===== config.mk =====
export PLATFORM = sky130hd
export DESIGN_NAME = ddsc_core
export DESIGN_NICKNAME = d
export VERILOG_FILES = /design/src/ddsc_pkg.sv /design/src/ddsc_core.sv /design/src/ddsc_sine_lut.sv
export SDC_FILE = /design/constraint.sdc
export NUM_CORES = 1
export LEC_CHECK = 0
export BUFFER_PORTS_ARGS = -buffer_cell sky130_fd_sc_hd__buf_2
export CORE_MARGIN = 2
export CORE_UTILIZATION = 58
export DETAILED_ROUTE_END_ITERATION = 10
export PLACE_DENSITY = 0.76
export SETUP_SLACK_MARGIN = 0.02
export SLEW_MARGIN = 20
export SYNTH_ARGS = -nofsm -noshare
export SYNTH_HDL_FRONTEND = slang
export SYNTH_SLANG_ARGS = --single-unit
export TNS_END_PERCENT = 5

===== constraint.sdc =====
create_clock -name clk_sys -period 7.35 [get_ports clk_sys]
set_input_delay 0.735 -clock clk_sys [delete_from_list [all_inputs] [get_ports clk_sys]]
set_output_delay 0.735 -clock clk_sys [all_outputs]
set_load 0.03 [all_outputs]

===== src/ddsc_pkg.sv =====
package ddsc_pkg;
  localparam int unsigned PHASE_W      = 32;
  localparam int unsigned PHASE_OFS_W  = 16;
  localparam int unsigned AMP_W        = 12;
  localparam int unsigned SCALE_W      = 12;
  localparam int unsigned CTRL0_SINE_BIT   = 16;
  localparam int unsigned CTRL3_CAL_BIT    = 24;
  localparam int unsigned MOD_DIV          = 16;
  localparam int unsigned CAL_CYCLES       = 469632;
  localparam int unsigned SYNC_CAL_PERIODS = 16;
  localparam int unsigned SYS_CLK_HZ       = 25000000;
  localparam logic [SCALE_W-1:0] SCALE_RST = 12'hFFF;

  typedef struct packed {
    logic [PHASE_W-1:0]     freqStep;
    logic [PHASE_OFS_W-1:0] phaseShift;
    logic [SCALE_W-1:0]     ampScale;
  } ddsc_tune_t;

  typedef enum logic [1:0] {
    CAL_IDLE = 2'b00,
    CAL_RUN  = 2'b01,
    CAL_SYNC = 2'b10
  } ddsc_cal_t;
endpackage


===== src/ddsc_core.sv =====
`timescale 1ns/1ns
// Functional notes
// - Sine when control bit 16 set, else cosine.
// - Phase advances by step word each clock.
// - Step words above half wrap, never clamped.
// - Phase shift word added before amplitude conversion.
// - Converted sample scaled by scale word over 4096.
// - Modulation values accepted once per 16 clocks.
// - Calibration lasts 469,632 sample clocks.
// - Sync mode adds 16 sync clock periods.
// - Multiplier enable selects system clock source.
// - One 12-bit sample per clock to converter.
// - Parallel data clock at one sixteenth rate.
module ddsc_core
  import ddsc_pkg::*;
#(
  parameter int unsigned CAL_LEN  = CAL_CYCLES,
  parameter int unsigned SYNC_LEN = SYNC_CAL_PERIODS,
  parameter int unsigned LUT_W    = 8
) (
  // Clock and reset.
  input  wire logic              clk_sys,
  input  wire logic              arst_n,
  // Control words.
  input  wire ddsc_tune_t        tuneIn,
  input  wire logic              sineSel,
  input  wire logic              modEnable,
  input  wire logic              calTrigger,
  input  wire logic              syncMode,
  input  wire logic              syncClkIn,
  input  wire logic              pllEnable,
  // Clock source selection.
  output logic                   useMultClk,
  // Converter side.
  output logic [AMP_W-1:0]       dacSample,
  output logic                   dataClk,
  output logic                   calBusy,
  output logic                   calDone
);
  initial begin
    if (CAL_LEN < 1 || CAL_LEN > 32'h00FFFFFF) $error("CAL_LEN out of range");
    if (SYNC_LEN < 1 || SYNC_LEN > 255) $error("SYNC_LEN out of range");
    if (LUT_W < 4 || LUT_W > 14) $error("LUT_W out of range");
    if (MOD_DIV != 16) $error("MOD_DIV must match the four-bit divider");
  end

  ddsc_tune_t             tune_ff;
  logic [3:0]             modDiv_ff;
  logic                   modSlot;
  logic [PHASE_W-1:0]     phaseAcc_ff;
  logic [PHASE_OFS_W-1:0] angle_ff;
  logic signed [AMP_W-1:0] lutSample;
  logic signed [AMP_W+SCALE_W:0] scaled;
  logic [AMP_W-1:0]       dacSample_ff;
  logic                   dataClk_ff;

  // Divider for the modulation slot and the parallel data clock.
  // It runs free from reset, so the slot and the data clock keep a fixed relation.
  always_ff @(posedge clk_sys or negedge arst_n) begin
    if (!arst_n) begin
      modDiv_ff <= 4'h0;
    end else begin
      modDiv_ff <= modDiv_ff + 4'h1;
    end
  end
  assign modSlot = (modDiv_ff == 4'(MOD_DIV - 1));

  // Registered so that the pin never shows decode glitches of the counter.
  always_ff @(posedge clk_sys or negedge arst_n) begin
    if (!arst_n) begin
      dataClk_ff <= 1'b0;
    end else begin
      dataClk_ff <= modDiv_ff[3];
    end
  end
  assign dataClk = dataClk_ff;

  // Control words latch each clock when static, once per slot when modulated.
  always_ff @(posedge clk_sys or negedge arst_n) begin
    if (!arst_n) begin
      tune_ff <= '{freqStep: '0, phaseShift: '0, ampScale: SCALE_RST};
    end else if (!modEnable || modSlot) begin
      tune_ff <= tuneIn;
    end
  end

  // Accumulator wraps modulo 2^32 with no clamp of the step word.
  always_ff @(posedge clk_sys or negedge arst_n) begin
    if (!arst_n) begin
      phaseAcc_ff <= '0;
    end else begin
      phaseAcc_ff <= phaseAcc_ff + tune_ff.freqStep;
    end
  end

  // Cosine is sine advanced by a quarter turn.
  logic [PHASE_OFS_W-1:0] phaseTop;
  logic [PHASE_OFS_W-1:0] quadOfs;

  // Only the top bits reach the table; the lower bits keep the fine frequency steps.
  assign phaseTop = phaseAcc_ff[PHASE_W-1 -: PHASE_OFS_W];
  assign quadOfs  = sineSel ? 16'h0000 : 16'h4000;

  // The offset wraps modulo a full turn, as the phase itself does.
  always_ff @(posedge clk_sys or negedge arst_n) begin
    if (!arst_n) begin
      angle_ff <= '0;
    end else begin
      angle_ff <= phaseTop + tune_ff.phaseShift + quadOfs;
    end
  end

  ddsc_sine_lut #(.IDX_W(LUT_W)) uLut (
    .clk_sys (clk_sys),
    .arst_n  (arst_n),
    .angle   (angle_ff),
    .sample  (lutSample)
  );

  // The scale word is zero-extended so that 12'hFFF stays a gain just below one.
  logic signed [SCALE_W:0] scaleSigned;

  assign scaleSigned = $signed({1'b0, tune_ff.ampScale});
  assign scaled      = lutSample * scaleSigned;

  // Dropping twelve bits divides by 4096 and keeps the product inside twelve bits.
  // Flipping the sign bit turns two's complement into the converter's offset binary.
  logic [AMP_W-1:0] offsetCode;

  assign offsetCode = {~scaled[AMP_W+SCALE_W-1], scaled[AMP_W+SCALE_W-2 -: AMP_W-1]};

  // One sample per clock to the converter.
  always_ff @(posedge clk_sys or negedge arst_n) begin
    if (!arst_n) begin
      dacSample_ff <= 12'h800;
    end else begin
      dacSample_ff <= offsetCode;
    end
  end
  assign dacSample = dacSample_ff;

  assign useMultClk = pllEnable;

  // Calibration sequencer started by the rising edge of the trigger bit.
  ddsc_cal_t   calState_ff;
  logic [23:0] calCnt_ff;
  logic [7:0]  syncCnt_ff;
  logic        calTrig_ff;
  logic        syncPrev_ff;
  logic        calDone_ff;

  always_ff @(posedge clk_sys or negedge arst_n) begin
    if (!arst_n) begin
      calTrig_ff  <= 1'b0;
      syncPrev_ff <= 1'b0;
    end else begin
      calTrig_ff  <= calTrigger;
      syncPrev_ff <= syncClkIn;
    end
  end

  logic calStart;
  logic calRunEnd;
  logic syncRise;
  logic syncEnd;

  // A trigger left high does not restart a finished run: only a fresh 0-to-1 step counts.
  assign calStart  = calTrigger && !calTrig_ff;
  assign calRunEnd = (calCnt_ff == 24'(CAL_LEN - 1));

  // The sync clock is slow against the system clock, so it is sampled as data.
  assign syncRise = syncClkIn && !syncPrev_ff;
  assign syncEnd  = (syncCnt_ff == 8'(SYNC_LEN - 1));

  // The done flag stays up until the next run starts, so software may poll it late.
  always_ff @(posedge clk_sys or negedge arst_n) begin
    if (!arst_n) begin
      calState_ff <= CAL_IDLE;
      calCnt_ff   <= '0;
      syncCnt_ff  <= '0;
      calDone_ff  <= 1'b0;
    end else begin
      unique case (calState_ff)
        CAL_IDLE: begin
          if (calStart) begin
            calState_ff <= CAL_RUN;
            calCnt_ff   <= '0;
            calDone_ff  <= 1'b0;
          end
        end
        CAL_RUN: begin
          if (calRunEnd) begin
            syncCnt_ff  <= '0;
            calState_ff <= syncMode ? CAL_SYNC : CAL_IDLE;
            calDone_ff  <= !syncMode;
          end else begin
            calCnt_ff <= calCnt_ff + 24'h1;
          end
        end
        CAL_SYNC: begin
          if (syncRise) begin
            if (syncEnd) begin
              calState_ff <= CAL_IDLE;
              calDone_ff  <= 1'b1;
            end else begin
              syncCnt_ff <= syncCnt_ff + 8'h1;
            end
          end
        end
        default: calState_ff <= CAL_IDLE;
      endcase
    end
  end

  assign calBusy = (calState_ff != CAL_IDLE);
  assign calDone = calDone_ff;
endmodule


===== src/ddsc_sine_lut.sv =====
`timescale 1ns/1ns
module ddsc_sine_lut
  import ddsc_pkg::*;
#(
  parameter int unsigned IDX_W = 8
) (
  // Clock and reset.
  input  wire logic              clk_sys,
  input  wire logic              arst_n,
  // Angle in, signed sample out one cycle later.
  input  wire logic [PHASE_OFS_W-1:0] angle,
  output logic signed [AMP_W-1:0]     sample
);
  initial begin
    if (IDX_W < 4 || IDX_W > 14) $error("IDX_W out of range");
  end

  localparam int unsigned DEPTH = 1 << IDX_W;
  logic [AMP_W-2:0] quarterRom [DEPTH];
  logic [IDX_W-1:0] idx;
  logic             negHalf;
  logic [AMP_W-2:0] mag;

  // Quarter-wave table, filled at time zero with truncated sine values.
  initial begin
    for (int i = 0; i < DEPTH; i++) begin
      quarterRom[i] = (AMP_W-1)'($rtoi(2047.0 * $sin(3.14159265358979 * (real'(i) + 0.5) / (2.0 * DEPTH))));
    end
  end

  always_comb begin
    idx = angle[PHASE_OFS_W-2] ? ~angle[PHASE_OFS_W-3 -: IDX_W] : angle[PHASE_OFS_W-3 -: IDX_W];
    negHalf = angle[PHASE_OFS_W-1];
  end

  always_ff @(posedge clk_sys or negedge arst_n) begin
    if (!arst_n) begin
      mag <= '0;
    end else begin
      mag <= quarterRom[idx];
    end
  end

  logic negHalf_ff;
  always_ff @(posedge clk_sys or negedge arst_n) begin
    if (!arst_n) begin
      negHalf_ff <= 1'b0;
    end else begin
      negHalf_ff <= negHalf;
    end
  end

  assign sample = negHalf_ff ? -$signed({1'b0, mag}) : $signed({1'b0, mag});
endmodule


# ---- After elaboration in Yosys (flattened, before gate mapping)
# Memory sizes are Yosys's and may differ from the RTL's. A register that Yosys moved wholly into a read port is not among the register bits.
# Index checks and enable logic that the tools add are counted.
# W data, S select, Z words.
dict set report totals {
  register_bits 163
  n_memories 1
  romBits 2816
  elab_cells 75
  out_inout_bits 16
  inputBits 68
}
# name depth word_bits rd rd_ports_with_merged_regs wr line
set memory_table {}
lappend memory_table {uLut.quarterRom 256 11 1 1 0 ddsc_sine_lut.sv:19} ;# logic [AMP_W-2:0] quarterRom [DEPTH];
dict set report op_classes {
  mux 21
  multipliers 1
  n_reduce_logical 17
  n_eq_ne 11
  bitwise 2
  n_addsub 7
}
# operator count
set op_table {}
lappend op_table {{$mux W24} 2}
lappend op_table {{$pmux W24 S2} 1}
lappend op_table {{$add A32 B32 Y32} 1}
lappend op_table {{$mux W8} 4}
lappend op_table {{$add A24 B1 Y24 const B} 1}
lappend op_table {{$eq A24 B19 Y1 const B} 1}
lappend op_table {{$mul A12 B13 Y24} 1}
lappend op_table {{$add A16 B15 Y16} 1}
lappend op_table {{$add A16 B16 Y16} 1}
lappend op_table {{$pmux W8 S2} 1}
lappend op_table {{$mux W15} 1}
lappend op_table {{$mux W12} 1}
lappend op_table {{$ne A2 B2 Y1 const B} 6}
lappend op_table {{$neg A11 Y12} 1}
lappend op_table {{$mux W2} 5}
lappend op_table {{$add A8 B1 Y8 const B} 1}
lappend op_table {{$eq A8 B4 Y1 const B} 1}
lappend op_table {{$not A8 Y8} 1}
lappend op_table {{$reduce_and A4 Y1} 2}
lappend op_table {{$pmux W2 S3} 1}
lappend op_table {{$reduce_bool A2 Y1} 3}
lappend op_table {{$logic_not A1 Y1} 5}
lappend op_table {{$reduce_and A5 Y1} 1}
lappend op_table {{$add A4 B1 Y4 const B} 1}
lappend op_table {{other kinds (11)} 15}

# ---- Longest topological paths before layout
# Gate-level depths: netlist (run 1).
dict set report logic_depth {
  ltp_word 4
  depth_mapped 27
  depth_no_buf 25
}

# ---- Hierarchy
# A second synthesis (run 1) with hierarchy kept.
dict set report hier_totals {
  cells_unflattened 2073
  hier_area_um2 18212.5
}
# module area_each_um2 cells_per_inst seq_area_each_um2 n_inst
set by_module_without_submodules {}
lappend by_module_without_submodules {ddsc_core 12774.8 1273 4070.2 1}
lappend by_module_without_submodules {ddsc_sine_lut 5437.7 800 300.3 1}

# ---- Least setup slack after synthesis (run 1)
# OpenSTA, ideal clock, no wires.
dict set report synth_timing {
  path_type {register to register}
  start {register uLut.mag[6], read port of uLut.quarterRom}
  end {register dacSample_ff[11], in the netlist dacSample[11]}
  path_slack_ns 1.045
  t_required_ns 7.275
  n_path_buf 1
  t_arrival_ns 6.229
  stages_incl_launch_ff 24
  cell_sequence {dfrtp_1 -> or4_1 -> nor4_1 -> a21boi_0 -> xor2_1 -> clkbuf_1 -> nand2_1 -> fa_1 -> fa_1 -> inv_1 -> fa_1 -> fa_1 -> inv_1 -> fa_1 -> inv_1 -> ha_1 -> nand2_1 -> a2bb2oi_1 -> o211ai_1 -> a21oi_1 -> nor3_1 -> or3_1 -> a21oi_1 -> xnor2_1}
}
dict set report synth_via {
  elab_chain_cells 4
}
# element line
set synth_lines {}
lappend synth_lines {{start: declaration} ddsc_sine_lut.sv:22} ;# logic [AMP_W-2:0] mag;
lappend synth_lines {{$neg A11 Y12} ddsc_sine_lut.sv:53} ;# assign sample = negHalf_ff ? -$signed({1'b0, mag}) : $signed({1'b0, mag});
lappend synth_lines {{$mux W12 (*)} ddsc_sine_lut.sv:53}
lappend synth_lines {{$mul A12 B13 Y24 (*)} ddsc_core.sv:124} ;# assign scaled = lutSample * scaleSigned;
lappend synth_lines {{$not A1 Y1 (*)} ddsc_core.sv:130} ;# assign offsetCode = {~scaled[AMP_W+SCALE_W-1], scaled[AMP_W+SCALE_W-2 -: AMP_W-1]};
lappend synth_lines {{named net offsetCode[11]} ddsc_core.sv:128} ;# logic [AMP_W-1:0] offsetCode;
lappend synth_lines {{end signal: assignment} ddsc_core.sv:137} ;# dacSample_ff <= offsetCode;
lappend synth_lines {{end: declaration} ddsc_core.sv:54} ;# logic [AMP_W-1:0] dacSample_ff;
# Mark *: on every way through the listed nets, which the timed path passes. The rest lies on a longest branch.
# A chain may end at the register's enable or synchronous reset.

# ---- Final worst setup path (run 1)
dict set report layout_timing {
  start {register uLut.mag[5], read port of uLut.quarterRom}
  end {register dacSample_ff[11], in the netlist dacSample[11]}
}
# Same word-level chain as after synthesis.

==> results.cfg, run 1 <==
[status]
status = finished, final reports clean

[clocking]
clock_sinks = 168
clkTransAtPathRegs_ns = 0.07
clock-root-buffer = sky130_fd_sc_hd__clkbuf_16
tritoncts_clock_tree = done
number_of_gates_given_a_new_drive_strength_after_cts = 0
ctsHoldBuffers = 0
htreeDepth = 4
cts_max_path_buffers = 2
cts_made_buffers = 17
post_cts_buffers = 0
worstSkewPairLatency_ns = 0.44

[place]
dp_hpwl_microns = 33200
place.port_buffers = 81
final_estimated_routing_congestion_in_global_placement = 1.01
post-place-cells = 2314

[setup_path]
regToRegStartpoint = uLut.mag[5]
setup.worst_path.start = uLut.mag[5]
critical_path.endpoint_type = flop
path_max_fanout = 8
critical_path.startpoint_type = flop
worst-setup-path-type = reg2reg
timing.critical_path.required_ns = 7.71
crit_arrival_ns = 7.22

[timing]
skew_ns = 0.00877
slew_at_the_pin_with_the_worst_max_slew_slack_ns = 1.09
final-hold-violation-count = 0
achievable-frequency_ghz = 0.146
rsz0062_at_grt = no
post-route-min-period_ns = 6.86
fin_crit_sh = 0.934
setup_viol_count_final = 0
timing.max_slew.rel_slack = 0.270
slew_violations = 0
whs_ns = 0.337
summed_negative_setup_slack_over_all_endpoints_ns = 0

[routing]
remaining_drc_errors = 0
detailroute.via_count = 14800
totalWireLength_microns = 45900
wire_per_inst_microns = 19.6
drt_iter0_drc = 1617
drtAntennaViolNets = 0
firstDrtPassIters = 8
route.detailed.vias_per_inst = 6.29

[synthesis]
synth_most_common_cell = sky130_fd_sc_hd__nand2_1
count_of_flip_flops_with_a_built_in_enable_after_synthesis = 0
yosysSeqAreaShare = 0.252
synth_top_cells_by_count = 192 x sky130_fd_sc_hd__nand2_1, 176 x sky130_fd_sc_hd__inv_1, 155 x sky130_fd_sc_hd__dfrtp_1, 155 x sky130_fd_sc_hd__nor2_1, 146 x sky130_fd_sc_hd__ha_1
synthesis.area_sq_um = 16700
avgSynthCellArea_sq_um = 8.64
synth-warning-count = 0
synthDominantAreaCellType = sky130_fd_sc_hd__dfrtp_1
yosys.cell_types.count = 80
yosys.area_share.adder = 0.230
yosys.area.top_type_share = 0.232
yosys-top-cells-area = sky130_fd_sc_hd__dfrtp_1 23%, sky130_fd_sc_hd__fa_1 12%, sky130_fd_sc_hd__ha_1 11%, sky130_fd_sc_hd__nand2_1 4.3%, sky130_fd_sc_hd__mux2_2 4.1%
synth_ff_type = sky130_fd_sc_hd__dfrtp_1
ys_async_sr_fraction = 1.00
synth.area.mux_share = 0.0436
postSynthCellCount = 1937
complex_gate_fraction_of_the_synthesized_area = 0.185
synth-seq-cells = 168
synth_xor_xnor_area_share = 0.0512
largest_family_of_logic_cells_by_synthesized_area = adder cells
syn_nets = 2252
synth_simple_gate_area_share = 0.169

[layout]
filler_cell_count_in_the_final_layout = 2480
finish.cell_count_without_fillers = 2348
final_net_count = 2264
post_route_cells_drive_above_1_share = 0.125
syn2layout_area_growth_pct = 7.70

[floorplanning]
floorplan.die_area_sq_um = 30200
die_w_microns = 174
io_pins = 84
fp.dieH_microns = 174
rows = 62
core_area_sq_um = 28500
starting_density_of_the_core = 0.586

[global_routing]
grt_use_total = 0.314
grt_pass1_vias = 14800
grt_first_pass_wirelength_microns = 76100
largest_net_degree_at_the_start_of_global_routing = 86
grt-ovfl-total = 0
antenna_found_initial = 4

[flow_run]
cap_viol_max_count = 0

[hold_path]
holdCritPathClass = in2async
-- registers in the layout (all words and copies together), names as in the netlist --
name	cells
syncCnt_ff	8
angle_ff	10
dataClk	1
syncPrev_ff	1
calCnt_ff	24
calDone	1
calState_ff	2
modDiv_ff	4
phaseAcc_ff	32
uLut.negHalf_ff	1
scaleSigned	12
dacSample	12
tune_ff	48
calTrig_ff	1
uLut.mag	11
-- layout by cell type (no fill, tap or decap), drive strengths merged, types with 13 or more instances in the layout --
cell type    n
nor2       155
and3        13
nor2b       40
nand2      192
ha         146
o22ai       22
xor2        43
dfrtp      155
a21o        17
mux2        61
a21oi      119
nand2b      28
nand3       26
clkbuf      19
nor3        40
a211oi      21
a31oi       35
nand4       14
o21ai      111
fa         101
xnor2       54
and2        40
dfstp       13
o221ai      16
a221oi      15
o211ai      20
buf        109
inv        182
-- path summary, 6_finish.rpt --
check | to | slack [ns] | cells past startpoint
min reg2reg | uLut.negHalf_ff | 0.36 | 0
min | dacSample[0] | 0.34 | 1
max | dacSample[11] | 0.49 | 23
max in group asynchronous | phaseAcc_ff[8] | 5.73 | 2
min in group clk_sys | uLut.negHalf_ff | 0.36 | 0
max reg2reg | dacSample[11] | 0.49 | 23
-- routing by layer --
metal	part of all wire	vias up	wire, microns	global-route usage
met5	0.00052	-	24	0
li1	-	6745	-	-
met1	0.40	7170	18600	0.415
met2	0.47	710	21400	0.506
met3	0.086	147	3950	0.0623
met4	0.042	4	1920	0.131
-- through the flow --
step | setup WS [ns] | instance area (sq um) | util
3_5_place_dp | 0.632 | 17400 | 0.609
5_1_grt | 0.0419 | 18000 | 0.631
4_1_cts | 0.550 | 18000 | 0.631
2_1_floorplan | 1.05 | 16700 | -
6_report | 0.487 | 18000 | 0.631
3_3_place_gp | 0.797 | 17400 | 0.609
-- cells by family (layout without fill, tap and decap cells) --
kind of cell / count (synthesis) / in the layout
DFF: 168 / 168
xor gates and xnor gates: 97 / 97
buffers and inverters: 294 / 319
other: 0 / 2
AOI/OAI and AO/OA: 475 / 475
muxes: 64 / 64
adders and majority gates: 247 / 247
and+or+nand+nor: 592 / 592
-- layout make-up --
class                      instances  area (sq um)  share of cell area
clock inverter                    13           190              0.0106
tap                              384           480              0.0267
clock buffer                      19           443              0.0246
antenna                            2          5.00            0.000278
timing repair buffer             109           626              0.0347
multi-input combinational       1475         11400               0.632
sequential                       168          4220               0.234
inverter                         178           668              0.0371
-- worst max-delay path, stage by stage, from the launching register on --
cell                      delay, ns
sky130_fd_sc_hd__dfrtp_1       0.40
sky130_fd_sc_hd__or4_1         0.59
sky130_fd_sc_hd__o31ai_1       0.33
sky130_fd_sc_hd__xor2_1        0.38
sky130_fd_sc_hd__buf_4         0.23
sky130_fd_sc_hd__nor2b_1       0.07
sky130_fd_sc_hd__fa_1          0.54
sky130_fd_sc_hd__inv_1         0.05
sky130_fd_sc_hd__fa_1          0.47
sky130_fd_sc_hd__fa_1          0.56
sky130_fd_sc_hd__inv_1         0.06
sky130_fd_sc_hd__fa_1          0.53
sky130_fd_sc_hd__inv_1         0.05
sky130_fd_sc_hd__fa_1          0.53
sky130_fd_sc_hd__inv_1         0.04
sky130_fd_sc_hd__ha_1          0.35
sky130_fd_sc_hd__a21oi_1       0.18
sky130_fd_sc_hd__nor2b_1       0.07
sky130_fd_sc_hd__o21ai_0       0.24
sky130_fd_sc_hd__a21oi_1       0.12
sky130_fd_sc_hd__o311a_1       0.29
sky130_fd_sc_hd__or3_1         0.34
sky130_fd_sc_hd__a21oi_1       0.19
sky130_fd_sc_hd__xnor2_1       0.14
Power of run 1 is left out: the tool's default activity adds up to more than one toggle a clock period on the data nets, which glitch-free logic cannot reach.
==> run 2: changes to the inputs <==
SLEW_MARGIN = unset   (was 20)
TNS_END_PERCENT = 20   (was 5)
clock period = 7.05 ns   (was 7.35 ns; I/O delays follow)
==> run 2 against run 1 <==
- clock-buffer cell count increased by 1
- core utilization is 0.12 points higher
- wire length rose by 1.4%
- highest routed layer is now met4
- non-clock buffer count is 4 higher
- flip-flop and latch count is the same
- die area did not move
==> results.cfg, run 2 (synthesis gave the netlist of run 1 again) <==
[timing]
summed_negative_setup_slack_over_all_endpoints_ns = 0
skew_ns = 0.0152
achievable-frequency_ghz = 0.151
timing.max_slew.rel_slack = 0.144
final-hold-violation-count = 0
layout_setup_ws_ns = 0.424
post-route-min-period_ns = 6.63
setup_viol_count_final = 0
whs_ns = 0.348
slew_violations = 0
slew_at_the_pin_with_the_worst_max_slew_slack_ns = 1.27
fin_crit_sh = 0.940
rsz0062_at_grt = no

[layout]
final_util = 0.632
most-common-layout-cells = 191 x sky130_fd_sc_hd__nand2_1, 176 x sky130_fd_sc_hd__inv_1, 154 x sky130_fd_sc_hd__nor2_1, 154 x sky130_fd_sc_hd__dfrtp_1, 146 x sky130_fd_sc_hd__ha_1
syn2layout_area_growth_pct = 7.91
layout_commonest_cell = sky130_fd_sc_hd__nand2_1
filler_cell_count_in_the_final_layout = 2461
biggestRegsByFlops = tune_ff x48, phaseAcc_ff x32, calCnt_ff x24
top_register = tune_ff
post_route_cells_drive_above_1_share = 0.130
largest_register_ffs = 48
final_net_count = 2268

[global_routing]
grt_pass1_vias = 14800
grt_use_total = 0.317
grt-ovfl-total = 0
antenna_found_initial = 3
largest_net_degree_at_the_start_of_global_routing = 102
grt_first_pass_wirelength_microns = 76400

[routing]
totalWireLength_microns = 46600
route.detailed.vias_per_inst = 6.25
drt_iter0_drc = 1693
drtAntennaViolNets = 0
remaining_drc_errors = 0
firstDrtPassIters = 8
detailroute.via_count = 14700
wire_per_inst_microns = 19.8

[floorplanning]
io_pins = 84
starting_density_of_the_core = 0.586
core_area_sq_um = 28500
die_w_microns = 174
floorplan.die_area_sq_um = 30200
rows = 62
fp.dieH_microns = 174

[setup_path]
timing.critical_path.slowest_stage_cell = sky130_fd_sc_hd__fa_1
worst-setup-path-type = reg2reg
critical_path.startpoint_type = flop
cp.depth = 24
path_max_fanout = 10
buffers_and_inverters_on_the_worst_path = 5
critical_path.cell_chain = or4_4 > nor4_4 > a21boi_0 > xor2_1 > buf_4 > and2_1 > fa_1 > inv_1 > fa_1 > fa_1 > inv_1 > fa_1 > inv_1 > fa_1 > inv_1 > ha_1 > a21oi_1 > nor2b_1 > o21ai_0 > a21oi_1 > o311a_1 > or3_1 > a21oi_1 > xnor2_1
cpLargestDelayFamily = adder cells
slowest_delay_ns = 0.56
critical_path.endpoint_type = flop
crit_arrival_ns = 7.00
r2r.worst_path.cells = 24
critical_path.most_common_cell = sky130_fd_sc_hd__fa_1
timing.critical_path.required_ns = 7.42

[hold_path]
holdCritPathClass = in2async

[place]
place.port_buffers = 81
final_estimated_routing_congestion_in_global_placement = 0.996
dp_hpwl_microns = 34200
detailedPlace.worstSlack_ns = 0.344

[flow_run]
cap_viol_max_count = 0

[clocking]
cts_max_path_buffers = 2
clock-root-buffer = sky130_fd_sc_hd__clkbuf_16
htreeDepth = 4
tritoncts_clock_tree = done
cts_made_buffers = 17
worstSkewPairLatency_ns = 0.44
clock_sinks = 168
clkTransAtPathRegs_ns = 0.07
post_cts_buffers = 0

[status]
status = finished, final reports clean
==> run 2: changes by cell type in the layout (fill, tap and decap cells not counted), sizes merged <==
cell      previous run  this run
buf                109       113
bufinv               4         1
clkbuf              19        20
clkinvlp             0         2
diode                2         4
==> run 2: what timing repair did <==
action | in CTS | in global routing
hold buffers | 0 | 0
gates resized for setup | 0 | 7
setup endpoints to repair | 0 | 4
==> run 2: worst paths after layout <==
path	slack, ns	startpoint	endpoint
worst max-delay path	0.42	uLut.mag[3]	dacSample[11]
min in group clk_sys	0.38	syncClkIn	syncPrev_ff
worst min-delay path	0.35	arst_n	dacSample[0]
worst max register to register	0.42	uLut.mag[3]	dacSample[11]
worst min register to register	0.42	modDiv_ff[3]	dataClk
max in group asynchronous	5.28	arst_n	tune_ff[57]
==> run 2: final cells by class <==
type                            instances  area, sq um  area share
Multi-Input combinational cell       1475        11400       0.633
Sequential cell                       168         4220       0.234
Inverter                              178          668      0.0370
Timing Repair Buffer                  113          652      0.0361
Tap cell                              384          480      0.0266
Clock buffer                           20          457      0.0253
Clock inverter                         12          134     0.00742
Antenna cell                            4         10.0    0.000555
==> run 2: routing by layer <==
layer	global-route usage	vias up	share of wire
li1	-	6743	-
met1	0.412	7077	0.40
met4	0.148	0	0.045
met5	0	-	0
met3	0.0636	162	0.087
met2	0.510	720	0.46
==> run 2: stage by stage <==
| stage | instances | instance area (sq um) |
|---|---|---|
| floorplan | 1937 | 16700 |
| global placement | 2318 | 17400 |
| detailed placement | 2318 | 17400 |
| CTS | 2350 | 18000 |
| global route | 2351 | 18000 |
| finish | 2354 | 18100 |
Power of run 2 is left out for the same reason.
==> run 3: changes to the inputs <==
ABC_AREA = 1   (was unset)
==> run 3 against run 2 <==
- via count is 6.2% higher
- non-clock buffer count is 20 lower
- first-iteration DRC count is 19% lower
- clock-buffer cell count is 3 lower
- fmax is 2.8% higher
- final area is 0.48% higher
- critical endpoint is now dacSample[8]
==> results.cfg, run 3 <==
[status]
status = finished, final reports clean

[global_routing]
met1_usage = 0.405
use_met3 = 0.0474
largest_net_degree_at_the_start_of_global_routing = 75
grt_first_pass_wirelength_microns = 76400
antenna_found_initial = 4
grt-ovfl-total = 0
grt_use_total = 0.311
groute.layer.met2.usage = 0.521
grt_pass1_vias = 15800
grt_most_used_layer = met2

[layout]
post_route_cells_drive_above_1_share = 0.0931
finalInstanceArea_sq_um = 18100
final_net_count = 2664
largest_register_ffs = 48
layout_commonest_cell = sky130_fd_sc_hd__nand2_1
biggestRegsByFlops = tune_ff x48, phaseAcc_ff x32, calCnt_ff x24
most-common-layout-cells = 676 x sky130_fd_sc_hd__nand2_1, 298 x sky130_fd_sc_hd__inv_1, 209 x sky130_fd_sc_hd__nand3_1, 181 x sky130_fd_sc_hd__nor2_1, 155 x sky130_fd_sc_hd__dfrtp_1
syn2layout_area_growth_pct = 7.42
top_register = tune_ff

[synthesis]
postSynthCellCount = 2309
synth_ff_type = sky130_fd_sc_hd__dfrtp_1
ys_async_sr_fraction = 1.00
synth-seq-cells = 168
avgSynthCellArea_sq_um = 7.31
synth-warning-count = 0
synth_top_cells_by_count = 677 x sky130_fd_sc_hd__nand2_1, 298 x sky130_fd_sc_hd__inv_1, 209 x sky130_fd_sc_hd__nand3_1, 181 x sky130_fd_sc_hd__nor2_1, 155 x sky130_fd_sc_hd__dfrtp_1
yosys.area.top_type_share = 0.230
synth_most_common_cell = sky130_fd_sc_hd__nand2_1
yosysSeqAreaShare = 0.250
count_of_flip_flops_with_a_built_in_enable_after_synthesis = 0
synthesis.area_sq_um = 16900
synthDominantAreaCellType = sky130_fd_sc_hd__dfrtp_1
syn_nets = 2624
yosys.cell_types.count = 43
yosys-top-cells-area = sky130_fd_sc_hd__dfrtp_1 23%, sky130_fd_sc_hd__nand2_1 15%, sky130_fd_sc_hd__fa_1 12%, sky130_fd_sc_hd__ha_1 11%, sky130_fd_sc_hd__inv_1 6.6%

[clocking]
post_cts_buffers = 0
htreeDepth = 4
clock-root-buffer = sky130_fd_sc_hd__clkbuf_16
ctsHoldBuffers = 0
clkTransAtPathRegs_ns = 0.08
worstSkewPairLatency_ns = 0.46
cts_max_path_buffers = 2
number_of_gates_given_a_new_drive_strength_after_cts = 0
cts_made_buffers = 17
clock_sinks = 168
tritoncts_clock_tree = done

[place]
dp_hpwl_microns = 34500
detailedPlace.worstSlack_ns = 0.731
place.port_buffers = 81
final_estimated_routing_congestion_in_global_placement = 0.956
post_dp_cell_area_sq_um = 17500

[timing]
slew_violations = 0
fin_crit_sh = 0.914
skew_ns = 0.0165
slew_at_the_pin_with_the_worst_max_slew_slack_ns = 1.20
setup_viol_count_final = 0
rsz0062_at_grt = no
final-hold-violation-count = 0
timing.max_slew.rel_slack = 0.194
summed_negative_setup_slack_over_all_endpoints_ns = 0
layout_setup_ws_ns = 0.608
achievable-frequency_ghz = 0.155
post-route-min-period_ns = 6.44

[setup_path]
worst-setup-path-type = reg2reg
critical_path.startpoint_type = flop
r2r.worst_path.cells = 28
crit_arrival_ns = 6.79
critical_path.most_common_cell = sky130_fd_sc_hd__inv_1
setup.worst_path.start = uLut.mag[0]
critical_path.endpoint_type = flop
timing.critical_path.slowest_stage_cell = sky130_fd_sc_hd__fa_1
cpLargestDelayFamily = adder cells
slowest_delay_ns = 0.56
r2r-end = dacSample[8]
regToRegStartpoint = uLut.mag[0]
timing.critical_path.required_ns = 7.39
path_max_fanout = 12
buffers_and_inverters_on_the_worst_path = 8
timing.critical_path.to = dacSample[8]
cp.depth = 28
ff2ff_setup_slack_ns = 0.61

[routing]
detailroute.via_count = 15600
route.detailed.vias_per_inst = 5.68
firstDrtPassIters = 5
totalWireLength_microns = 45300
drtAntennaViolNets = 0
remaining_drc_errors = 0
drt_iter0_drc = 1371
wire_per_inst_microns = 16.5

[floorplanning]
io_pins = 84
core_area_sq_um = 28700
floorplan.die_area_sq_um = 30500
fp.dieH_microns = 175
rows = 62
die_w_microns = 175
starting_density_of_the_core = 0.588

[flow_run]
cap_viol_max_count = 0

[hold_path]
holdCritPathClass = in2async
==> run 3: per-stage QoR <==
step	hold slack (ns)	cells	utilization
floorplan	0.331	2309	-
global placement	0.370	2714	0.611
detailed placement	0.352	2714	0.611
CTS	0.192	2746	0.632
global route	0.217	2746	0.632
finish	0.184	2749	0.632
==> run 3: worst reg2reg max path, delay by kind of cell, from the launching register on <==
family	cells	cell delay, ns
AO/OA/AOI/OAI	5	0.94
flip-flops	1	0.52
buffers and inverters	8	0.75
AND/OR/NAND/NOR	8	0.96
adder cells (fa/ha/maj)	7	3.16
==> run 3: area by class of cell <==
type,instances,area (sq um)
Inverter,308,1160
Multi-Input combinational cell,1761,11200
Clock inverter,15,175
Sequential cell,168,4220
Antenna cell,3,7.51
Tap cell,384,480
Clock buffer,17,425
Fill cell,2578,10600
Timing Repair Buffer,93,502
==> run 3: kinds of logic after synthesis <==
logic type / Yosys count / share of synthesized area
buf+inv: 380 / 0.0906
simple gates: 1156 / 0.285
compound gates: 244 / 0.0783
flops: 168 / 0.250
xor+xnor: 68 / 0.0373
fa+ha+maj: 247 / 0.228
mux: 46 / 0.0307
==> run 3: worst min path at each step <==
stage,slack (ns),startpoint,end,cells after the start
after floorplan,0.33,angle_ff[15],uLut.negHalf_ff,0
after global placement,0.37,angle_ff[15],uLut.negHalf_ff,0
after detailed placement,0.35,angle_ff[15],uLut.negHalf_ff,0
after CTS,0.19,arst_n,uLut.mag[6],1
after global routing,0.22,arst_n,uLut.mag[6],1
final,0.18,arst_n,uLut.mag[6],1
==> run 3: metal layers <==
layer	vias to the layer above	wire [microns]	share of wire
li1	7460	-	-
met1	7397	19300	0.43
met2	631	21400	0.47
met3	117	3030	0.067
met4	2	1550	0.034
met5	-	13	0.00029
Power of run 3 is left out for the same reason.
